**config.mk**
```make
export PLATFORM = sky130hd
export DESIGN_NAME = part_state_ctrl
export DESIGN_NICKNAME = d
export VERILOG_FILES = /design/src/rtl/part_state_pkg.sv /design/src/rtl/part_state_ctrl.sv
export SDC_FILE = /design/constraint.sdc
export NUM_CORES = 1
export LEC_CHECK = 0
export ABC_AREA = 1
export BUFFER_PORTS_ARGS = -buffer_cell sky130_fd_sc_hd__buf_2
export CAP_MARGIN = 20
export CORE_AREA = 5 5 192 194
export CTS_CLUSTER_SIZE = 12
export DETAILED_ROUTE_END_ITERATION = 10
export DIE_AREA = 0 0 197 199
export HOLD_SLACK_MARGIN = 0.15
export PLACE_DENSITY = 0.66
export RECOVER_POWER = 25
export REMOVE_ABC_BUFFERS = 1
export SKIP_LAST_GASP = 1
export SYNTH_ARGS = -nofsm -noshare
export SYNTH_HDL_FRONTEND = slang
export SYNTH_SLANG_ARGS = --single-unit
```
**constraint.sdc**
```tcl
create_clock -name pclk -period 4.8 [get_ports pclk]
set_input_delay 0.72 -clock pclk [delete_from_list [all_inputs] [get_ports pclk]]
set_output_delay 0.72 -clock pclk [all_outputs]
set_load 0.05 [all_outputs]
```
**src/rtl/part_state_pkg.sv**
```systemverilog
// Package for the partition state controller: offsets, fields, codes, timing.
// Assumes a 50 MHz APB clock; registers are 32-bit aligned words.
package part_state_pkg;

    // State field codes
    typedef enum logic [1:0] {
        PST_DISABLED = 2'h0,
        PST_FRESET   = 2'h1,
        PST_ACTIVE   = 2'h2
    } part_state_t;

    // Register byte offsets, stride per partition
    localparam logic [11:0] OFF_CTL_BASE   = 12'h000;
    localparam logic [11:0] OFF_STS_BASE   = 12'h100;
    localparam logic [11:0] OFF_TIMER      = 12'h200;
    localparam logic [11:0] OFF_PORT_BASE  = 12'h300;
    localparam int          PART_STRIDE    = 4;

    // Status bit positions
    localparam int STS_BEGUN_BIT = 0;
    localparam int STS_DONE_BIT  = 1;
    localparam int STS_BUSY_BIT  = 2;
    localparam int STS_RESET_BIT = 3;

    // Timer register field positions
    localparam int TMR_SIDE_LSB   = 0;
    localparam int TMR_PMODE_LSB  = 8;
    localparam int TMR_RDRAIN_LSB = 16;
    localparam int TMR_USBR_LSB   = 24;

    // Reset values
    localparam logic [1:0] CTL_RESET   = 2'h0;
    localparam logic [7:0] SIDE_RESET  = 8'h04;
    localparam logic [7:0] PMODE_RESET = 8'h04;
    localparam logic [7:0] USBR_RESET  = 8'h04;

    // Drain time on entry to fundamental reset
    localparam int CLK_MHZ         = 50;
    localparam int RESET_DRAIN_US  = 250;
    localparam int RESET_DRAIN_CYC = RESET_DRAIN_US * CLK_MHZ;
    localparam logic [7:0] RDRAIN_RESET = 8'h01;

    // Sequencer states, one-hot
    typedef enum logic [3:0] {
        SQ_IDLE  = 4'b0001,
        SQ_DRAIN = 4'b0010,
        SQ_PMODE = 4'b0100,
        SQ_HOLD  = 4'b1000
    } seq_t;

    typedef struct packed {
        logic        psel;
        logic        penable;
        logic        pwrite;
        logic [11:0] paddr;
        logic [31:0] pwdata;
    } apb_req_t;

    typedef struct packed {
        logic        pready;
        logic [31:0] prdata;
        logic        pslverr;
    } apb_rsp_t;

endpackage : part_state_pkg

```
**src/rtl/part_state_ctrl.sv**
```systemverilog
// Partition state controller: per-partition state, sequencing and status.
// Assumes an APB master on pclk, and port-mode logic answering mode_req with mode_ack.
//
// Design decisions made here: register access over APB and the placing of the registers.
`timescale 1ns/10ps
module part_state_ctrl
    import part_state_pkg::*;
#(
    parameter int NPART      = 4,
    parameter int NPORT      = 8,
    parameter int DRAIN_CYC  = RESET_DRAIN_CYC
) (
    // Clock and reset
    input  wire logic               pclk,
    input  wire logic               presetn,
    // APB slave
    input  wire logic               psel,
    input  wire logic               penable,
    input  wire logic               pwrite,
    input  wire logic [11:0]        paddr,
    input  wire logic [31:0]        pwdata,
    output logic                    pready,
    output logic      [31:0]        prdata,
    output logic                    pslverr,
    // Partition reset pins, active low, asynchronous
    input  wire logic [NPART-1:0]   partition_reset_input_n,
    // Port mode change handshake
    output logic      [NPORT-1:0]   mode_req,
    input  wire logic [NPORT-1:0]   mode_ack,
    // Per-partition outputs
    output logic      [NPART-1:0]   part_reset,
    output logic      [NPART-1:0]   part_active,
    // Per-port outputs
    output logic      [NPORT-1:0]   port_force_disabled,
    output logic      [NPORT-1:0]   port_reset
);

    localparam int PW = $clog2(NPART) > 0 ? $clog2(NPART) : 1;
    localparam int CW = $clog2(DRAIN_CYC + 1) + 9;

    typedef struct packed {
        logic [NPART-1:0][1:0]    state;
        logic [NPART-1:0]         begun;
        logic [NPART-1:0]         done;
        logic [NPART-1:0][3:0]    seq;
        logic [NPART-1:0][CW-1:0] cnt;
        logic [7:0]               t_side;
        logic [7:0]               t_pmode;
        logic [7:0]               t_rdrain;
        logic [7:0]               t_usbr;
        logic [NPORT-1:0]         port_mode_en;
        logic [NPORT-1:0][PW-1:0] port_part;
        logic [NPORT-1:0]         mreq;
        logic [NPART-1:0]         rst_s1;
        logic [NPART-1:0]         rst_s2;
        logic [31:0]              rdata;
    } st_t;

    st_t s_r;
    st_t s_nxt;

    logic access;
    assign access  = psel & penable;
    assign pready  = 1'b1;
    assign pslverr = 1'b0;
    assign prdata  = s_r.rdata;
    assign mode_req = s_r.mreq;

    // Port attached to partition p and operational
    function automatic logic port_in(input st_t s, input int q, input int p);
        return s.port_mode_en[q] && (int'(s.port_part[q]) == p);
    endfunction : port_in

    always_comb begin
        logic [11:0] a;
        logic        pin_rst;
        logic        pend_ack;
        logic [CW-1:0] drain;
        a        = paddr;
        pin_rst  = 1'b0;
        pend_ack = 1'b0;
        drain    = '0;
        s_nxt    = s_r;
        s_nxt.rst_s1 = ~partition_reset_input_n;
        s_nxt.rst_s2 = s_r.rst_s1;

        // Register writes
        if (access && pwrite) begin
            for (int p = 0; p < NPART; p++) begin
                if (a == OFF_CTL_BASE + 12'(p * PART_STRIDE)) begin
                    s_nxt.state[p] = pwdata[1:0];
                    s_nxt.begun[p] = 1'b1;
                    s_nxt.done[p]  = 1'b0;
                    s_nxt.seq[p]   = SQ_IDLE;
                    if (pwdata[1:0] == PST_FRESET && s_r.state[p] != PST_FRESET) begin
                        drain = CW'(s_r.t_rdrain) * CW'(DRAIN_CYC);
                        s_nxt.cnt[p] = drain;
                        s_nxt.seq[p] = SQ_DRAIN;
                    end else begin
                        s_nxt.cnt[p] = CW'(s_r.t_side);
                        s_nxt.seq[p] = SQ_PMODE;
                    end
                end
                if (a == OFF_STS_BASE + 12'(p * PART_STRIDE)) begin
                    if (pwdata[STS_BEGUN_BIT]) s_nxt.begun[p] = 1'b0;
                    if (pwdata[STS_DONE_BIT])  s_nxt.done[p]  = 1'b0;
                end
            end
            if (a == OFF_TIMER) begin
                s_nxt.t_side   = pwdata[TMR_SIDE_LSB +: 8];
                s_nxt.t_pmode  = pwdata[TMR_PMODE_LSB +: 8];
                s_nxt.t_rdrain = pwdata[TMR_RDRAIN_LSB +: 8];
                s_nxt.t_usbr   = pwdata[TMR_USBR_LSB +: 8];
            end
            for (int q = 0; q < NPORT; q++) begin
                if (a == OFF_PORT_BASE + 12'(q * PART_STRIDE)) begin
                    s_nxt.port_mode_en[q] = pwdata[0];
                    s_nxt.port_part[q]    = pwdata[4 +: PW];
                end
            end
        end

        // Sequencers
        for (int p = 0; p < NPART; p++) begin
            pin_rst  = s_r.rst_s2[p];
            pend_ack = 1'b0;
            for (int q = 0; q < NPORT; q++) begin
                if (port_in(s_r, q, p) && s_r.mreq[q] && !mode_ack[q]) pend_ack = 1'b1;
            end
            case (s_r.seq[p])
                SQ_IDLE: begin
                end
                SQ_DRAIN: begin
                    if (s_r.cnt[p] == '0) begin
                        s_nxt.cnt[p] = CW'(s_r.t_side);
                        s_nxt.seq[p] = SQ_PMODE;
                    end else begin
                        s_nxt.cnt[p] = s_r.cnt[p] - 1'b1;
                    end
                end
                SQ_PMODE: begin
                    for (int q = 0; q < NPORT; q++) begin
                        if (port_in(s_r, q, p)) s_nxt.mreq[q] = 1'b1;
                    end
                    if (s_r.cnt[p] != '0) begin
                        s_nxt.cnt[p] = s_r.cnt[p] - 1'b1;
                    end else begin
                        s_nxt.cnt[p] = CW'(s_r.t_pmode);
                        s_nxt.seq[p] = SQ_HOLD;
                    end
                end
                SQ_HOLD: begin
                    if (s_r.cnt[p] != '0) begin
                        s_nxt.cnt[p] = s_r.cnt[p] - 1'b1;
                    end else if (!pend_ack &&
                                 !(pin_rst && s_r.state[p] == PST_ACTIVE)) begin
                        s_nxt.done[p] = 1'b1;
                        s_nxt.seq[p]  = SQ_IDLE;
                    end
                end
                default: s_nxt.seq[p] = SQ_IDLE;
            endcase
        end
        for (int q = 0; q < NPORT; q++) begin
            if (s_r.mreq[q] && mode_ack[q]) s_nxt.mreq[q] = 1'b0;
        end

        // Reset entry, at drain end, returns partition-owned ports to mode disabled
        for (int p = 0; p < NPART; p++) begin
            if (s_r.state[p] == PST_FRESET && s_r.seq[p] == SQ_DRAIN && s_r.cnt[p] == '0) begin
                for (int q = 0; q < NPORT; q++) begin
                    if (port_in(s_r, q, p)) begin
                        s_nxt.port_mode_en[q] = 1'b0;
                        s_nxt.port_part[q]    = PW'(p);
                    end
                end
            end
        end

        // Read data
        s_nxt.rdata = '0;
        if (psel && !penable && !pwrite) begin
            for (int p = 0; p < NPART; p++) begin
                if (a == OFF_CTL_BASE + 12'(p * PART_STRIDE)) s_nxt.rdata[1:0] = s_r.state[p];
                if (a == OFF_STS_BASE + 12'(p * PART_STRIDE)) begin
                    s_nxt.rdata[STS_BEGUN_BIT] = s_r.begun[p];
                    s_nxt.rdata[STS_DONE_BIT]  = s_r.done[p];
                    s_nxt.rdata[STS_BUSY_BIT]  = s_r.seq[p] != SQ_IDLE;
                    s_nxt.rdata[STS_RESET_BIT] = s_r.rst_s2[p];
                end
            end
            if (a == OFF_TIMER)
                s_nxt.rdata = {s_r.t_usbr, s_r.t_rdrain, s_r.t_pmode, s_r.t_side};
            for (int q = 0; q < NPORT; q++) begin
                if (a == OFF_PORT_BASE + 12'(q * PART_STRIDE))
                    s_nxt.rdata[7:0] = 8'({s_r.port_part[q], 3'h0, s_r.port_mode_en[q]});
            end
        end
    end

    always_ff @(posedge pclk or negedge presetn) begin
        if (!presetn) begin
            s_r          <= '0;
            s_r.seq      <= {NPART{SQ_IDLE}};
            s_r.t_side   <= SIDE_RESET;
            s_r.t_pmode  <= PMODE_RESET;
            s_r.t_rdrain <= RDRAIN_RESET;
            s_r.t_usbr   <= USBR_RESET;
        end else begin
            s_r <= s_nxt;
        end
    end

    // Per-partition and per-port controls
    genvar gp;
    generate
        for (gp = 0; gp < NPART; gp++) begin : g_part
            assign part_reset[gp]  = s_r.state[gp] == PST_FRESET;
            assign part_active[gp] = s_r.state[gp] == PST_ACTIVE;
        end
        for (gp = 0; gp < NPORT; gp++) begin : g_port
            logic [1:0] ps;
            assign ps = s_r.state[s_r.port_part[gp]];
            assign port_force_disabled[gp] = s_r.port_mode_en[gp] && ps == PST_DISABLED;
            assign port_reset[gp]          = s_r.port_mode_en[gp] && ps == PST_FRESET;
        end
    endgenerate

endmodule : part_state_ctrl

```
Word-level counts from Yosys, hierarchy flattened

Index checks and enable logic that the tools add are counted.

Input port bits: 61
Logic and storage cells: 603
Bits in registers: 228
Output and inout port bits: 66

Equality and inequality tests: 81
Bitwise operators: 2
$lt $le $gt $ge: 8
Multiplexer cells: 285
Add/subtract/negate cells: 4
$mul: 1
Reduce and logical (&&, ||, !) cells: 191

Operators with widths:

| cell                  | count |
|---|---|
| $mux 23               | 16 |
| $pmux 23 s3           | 4 |
| $mux 168              | 1 |
| $mux 1                | 148 |
| $logic_and 1x1->1     | 143 |
| $eq 12x10->1 const B  | 9 |
| $mux 2                | 52 |
| $mux 4                | 25 |
| $mux 24               | 4 |
| $mux 32               | 3 |
| $mux 8                | 12 |
| $logic_not 23->1      | 4 |
| $reduce_bool 23->1    | 4 |
| $sub 23x1->23 const B | 4 |
| $mux 22               | 4 |
| $pmux 4 s4            | 4 |
| $eq 12x9->1 const B   | 4 |
| $eq 2x1->1 const B    | 21 |
| $eq 2x2->1 const B    | 20 |
| $bmux 2 s2            | 8 |
| $logic_not 2->1       | 16 |
| $eq 12x4->1 const B   | 2 |
| $lt 2x3->1 const B    | 8 |
| $mul 8x12->20 const B | 1 |
| 13 further kinds      | 55 |

Longest topological paths before layout

Depth in word-level cells: 20
Gate-level depth with buffers: 20
Mapped depth without buffers: 20

Worst setup path after synthesis

No wires, ideal clock.

Path type: reg-to-reg
Start point: register s_r[86] (netlist name)
End point: register s_r[192] (netlist name)
Stages on the path, launching flop included: 19
Setup time: 0.132 ns
Data required time: 4.668 ns
Path slack: 1.200 ns
Arrival time: 3.467 ns
Clock period less this slack: 3.600 ns
Buffers on the path: 0
Cells stage by stage: dfrtp_1 -> inv_1 -> ha_1 -> inv_1 -> ha_1 -> fa_1 -> fa_1 -> ha_1 -> inv_1 -> o21ai_0 -> a21oi_1 -> nand3_1 -> nand2_1 -> nand2_1 -> a21oi_1 -> xor2_1 -> o21ai_0 -> nand2_1 -> o21ai_1

RTL lines:

| what                     | line                   | source |
|---|---|---|
| start: declaration       | part_state_ctrl.sv:59  | `st_t s_r;` |
| start signal: assignment | part_state_ctrl.sv:210 | `s_r <= s_nxt;` |

==> summary.txt <==
Run status
  • Status: finished, violations left
  • Failing checks: max-capacitance violations, max-slew violations

Route
  • Post-DR wirelength/cell: 20.8 µm
  • DRC violations left: 0
  • DR iter-0 viols: 1477
  • Post-DRT Antenna Nets: 0
  • First-pass DRT Iterations: 6
  • Routed wire length: 55900 µm
  • Total number of vias: 15.9k
  • Via density: 5.91

Yosys
  • Netlist cell types: 68
  • Primary FF master, synth: dfrtp_1
  • Count leader, synth: nand2_1
  • Synth top cells by count: nand2_1, nor2_1, inv_1
  • Syn avg cell area: 7.60 µm²
  • Seq cells post-synth: 228
  • Sequential fraction of the synthesis area: 0.353
  • Post-synth EDFFs: 0
  • Syn Std Cell Area: 16200 µm²
  • Top post-synthesis cells by area: dfrtp_1, nand2_1, nor2_1
  • Post-synth top area share: 0.340
  • Async SR Flop Fraction: 1.00
  • Yosys warns: 0
  • Yosys top cell by area: dfrtp_1
  • Post-Syn Instances: 2132

Global route
  • Overflow after GRT: 0
  • Vias in the first global route: 15.3k
  • Largest net degree at the start of global routing: 102
  • Initial antenna violation count: 0
  • GRT Util Overall: 0.280
  • Global-route wire length before repair: 86700 µm

Worst setup path
  • Max FO, Critical Path: 6
  • CP startpoint: s_r[83]
  • Reg2Reg Launch Point: s_r[83]
  • Worst Path Required: 5.23 ns
  • Critical path endpoint category: flip-flop
  • WS Path Type: reg2reg
  • CP Launch Type: flip-flop
  • Critical Path AT: 4.70 ns

Clock network
  • CTS tree: done
  • Max clock buf depth: 3
  • Number of setup buffers added after CTS: 0
  • Clk_lat worst skew: 0.57 ns
  • CTS Hold Bufs: 0
  • Post-CTS Resized: 0
  • Clock sinks: 228
  • H-tree Lvls: 1
  • Root buf cell: clkbuf_16
  • TritonCTS Buffers: 28
  • Clock slew at reported path FFs: 0.06 ns

Cells and area
  • Nets@finish: 2341
  • Layout cells sized above 1: 0.137
  • Filler cell count: 3500
  • Non-filler cells, final: 2693
  • Ant. Diodes: 0
  • Flip-flop and latch area: 5720 µm²
  • Multi-input gate area: 8940 µm²
  • Synth-to-layout area growth: 10.6%
  • Design Area, Final: 17900 µm²
  • Final Util: 0.511

Power and ir drop
  • Part of the power in registers: 0.459
  • Switching Fraction: 0.238
  • Max VDD drop: 0.000277 V
  • Int Pwr: 3.24 mW
  • Clock power frac: 0.500
  • Static leakage: 8.35 nW
  • Comb power frac: 0.041
  • Pwr Total: 4.25 mW
  • Pwr Density: 237 nW/µm²
  • P_sw: 1.01 mW

Floorplan
  • I/O pins: 127
  • Die Height: 199 µm
  • Die Wd: 197 µm
  • DIE AREA: 39200 µm²
  • CORE AREA: 35100 µm²
  • FP Rows: 69
  • Starting Density: 0.462

Timing
  • Fin. max-slew vios: 102
  • Fmax: 0.234 GHz
  • Final Setup Violations: 0
  • Max-slew headroom: -0.730
  • Setup TNS: 0 ns
  • Clock skew: 0.0118 ns
  • Unrepaired setup endpoints after global routing: false
  • Final hold vios: 0
  • Final WS setup: 0.528 ns
  • Fin crit share: 0.890
  • WHS: 0.285 ns
  • Fin crit period: 4.27 ns
  • Measured slew at the worst slew-check pin: 2.59 ns

Placement
  • DP Area: 17000 µm²
  • Post-Place Cells: 2642
  • Pre-CTS setup slack: 0.571 ns
  • Gp weighted congestion: 0.981
  • DP Wirelength: 42000 µm
  • Port Buffers: 124

Flow run
  • Max Cap Violations: 1

Min path
  • Hold crit path type: in2reg
  • Min-delay src: partition_reset_input_n[3]
-- power groups by stage --
stage          combinational, mW  clock (mW)  sequential (mW)
3_5_place_dp               0.178           0             1.98
2_1_floorplan             0.0638           0             1.99
5_1_grt                    0.194        2.24             1.95
6_report                   0.175        2.13             1.95
3_3_place_gp               0.177           0             1.98
4_1_cts                    0.179        2.16             1.95
-- final timing paths --
check / endpoint / slack, ns / cells after the start
min: s_nxt[35] / 0.28 / 2
min in group asynchronous: s_r[79] / 0.96 / 1
max: s_r[193] / 0.53 / 16
max in group asynchronous: s_r[141] / 1.29 / 2
max reg2reg: s_r[193] / 0.53 / 16
min reg2reg: s_r[33] / 0.34 / 0
-- routing by layer --
layer / vias to the layer above / global-route usage / share of wire
met5: - / 0 / 0
met3: 179 / 0.0422 / 0.075
met1: 7518 / 0.369 / 0.41
met4: 0 / 0.126 / 0.051
li1: 7401 / - / -
met2: 815 / 0.459 / 0.46
-- logic make-up after synthesis --
kind of cell,synth area share
fa+ha+maj,0.0589
compound gates,0.188
simple gates,0.250
mux,0.0111
buf+inv,0.0951
xor+xnor,0.0438
other cells,0.000464
flops,0.353
-- registers in the layout (all words and copies together) (netlist names) --
name      cells
s_nxt         4
mode_req      8
prdata       32
s_r         184
-- critical path, cell delays in order (launching register included) --
cell	delay, ns
dfrtp_1	0.46
ha_1	0.37
fa_1	0.51
fa_1	0.42
ha_1	0.29
ha_1	0.32
inv_1	0.09
nor3_1	0.29
nand3_1	0.11
nand3_1	0.15
nand2_1	0.16
a21oi_1	0.17
nor2_1	0.06
xor2_1	0.45
o21ai_0	0.14
nand2_1	0.07
o21ai_1	0.06
-- area by class of cell --
cell class	count	area share
Tap cell	461	0.0322
Sequential cell	228	0.319
Timing Repair Buffer	140	0.0413
Clock inverter	9	0.00622
Clock buffer	42	0.0448
Multi-Input combinational cell	1543	0.499
Inverter	270	0.0571
-- layout by cell type, fill, tap and decap left out, types with 22 or more instances in the layout --
| cell | count |
|---|---|
| o21ai_0 | 144 |
| o211ai_1 | 25 |
| buf_2 | 123 |
| xnor2_1 | 23 |
| inv_1 | 241 |
| nand4_1 | 22 |
| a21oi_1 | 91 |
| nor3_1 | 44 |
| dfrtp_1 | 220 |
| nor2_2 | 23 |
| o22ai_1 | 71 |
| nand2_1 | 351 |
| clkbuf_16 | 28 |
| xor2_1 | 58 |
| nor2_1 | 275 |
| nand3_1 | 92 |
| ha_1 | 57 |
| a22oi_1 | 39 |
No activity file was read; power rests on OpenSTA's default activity.
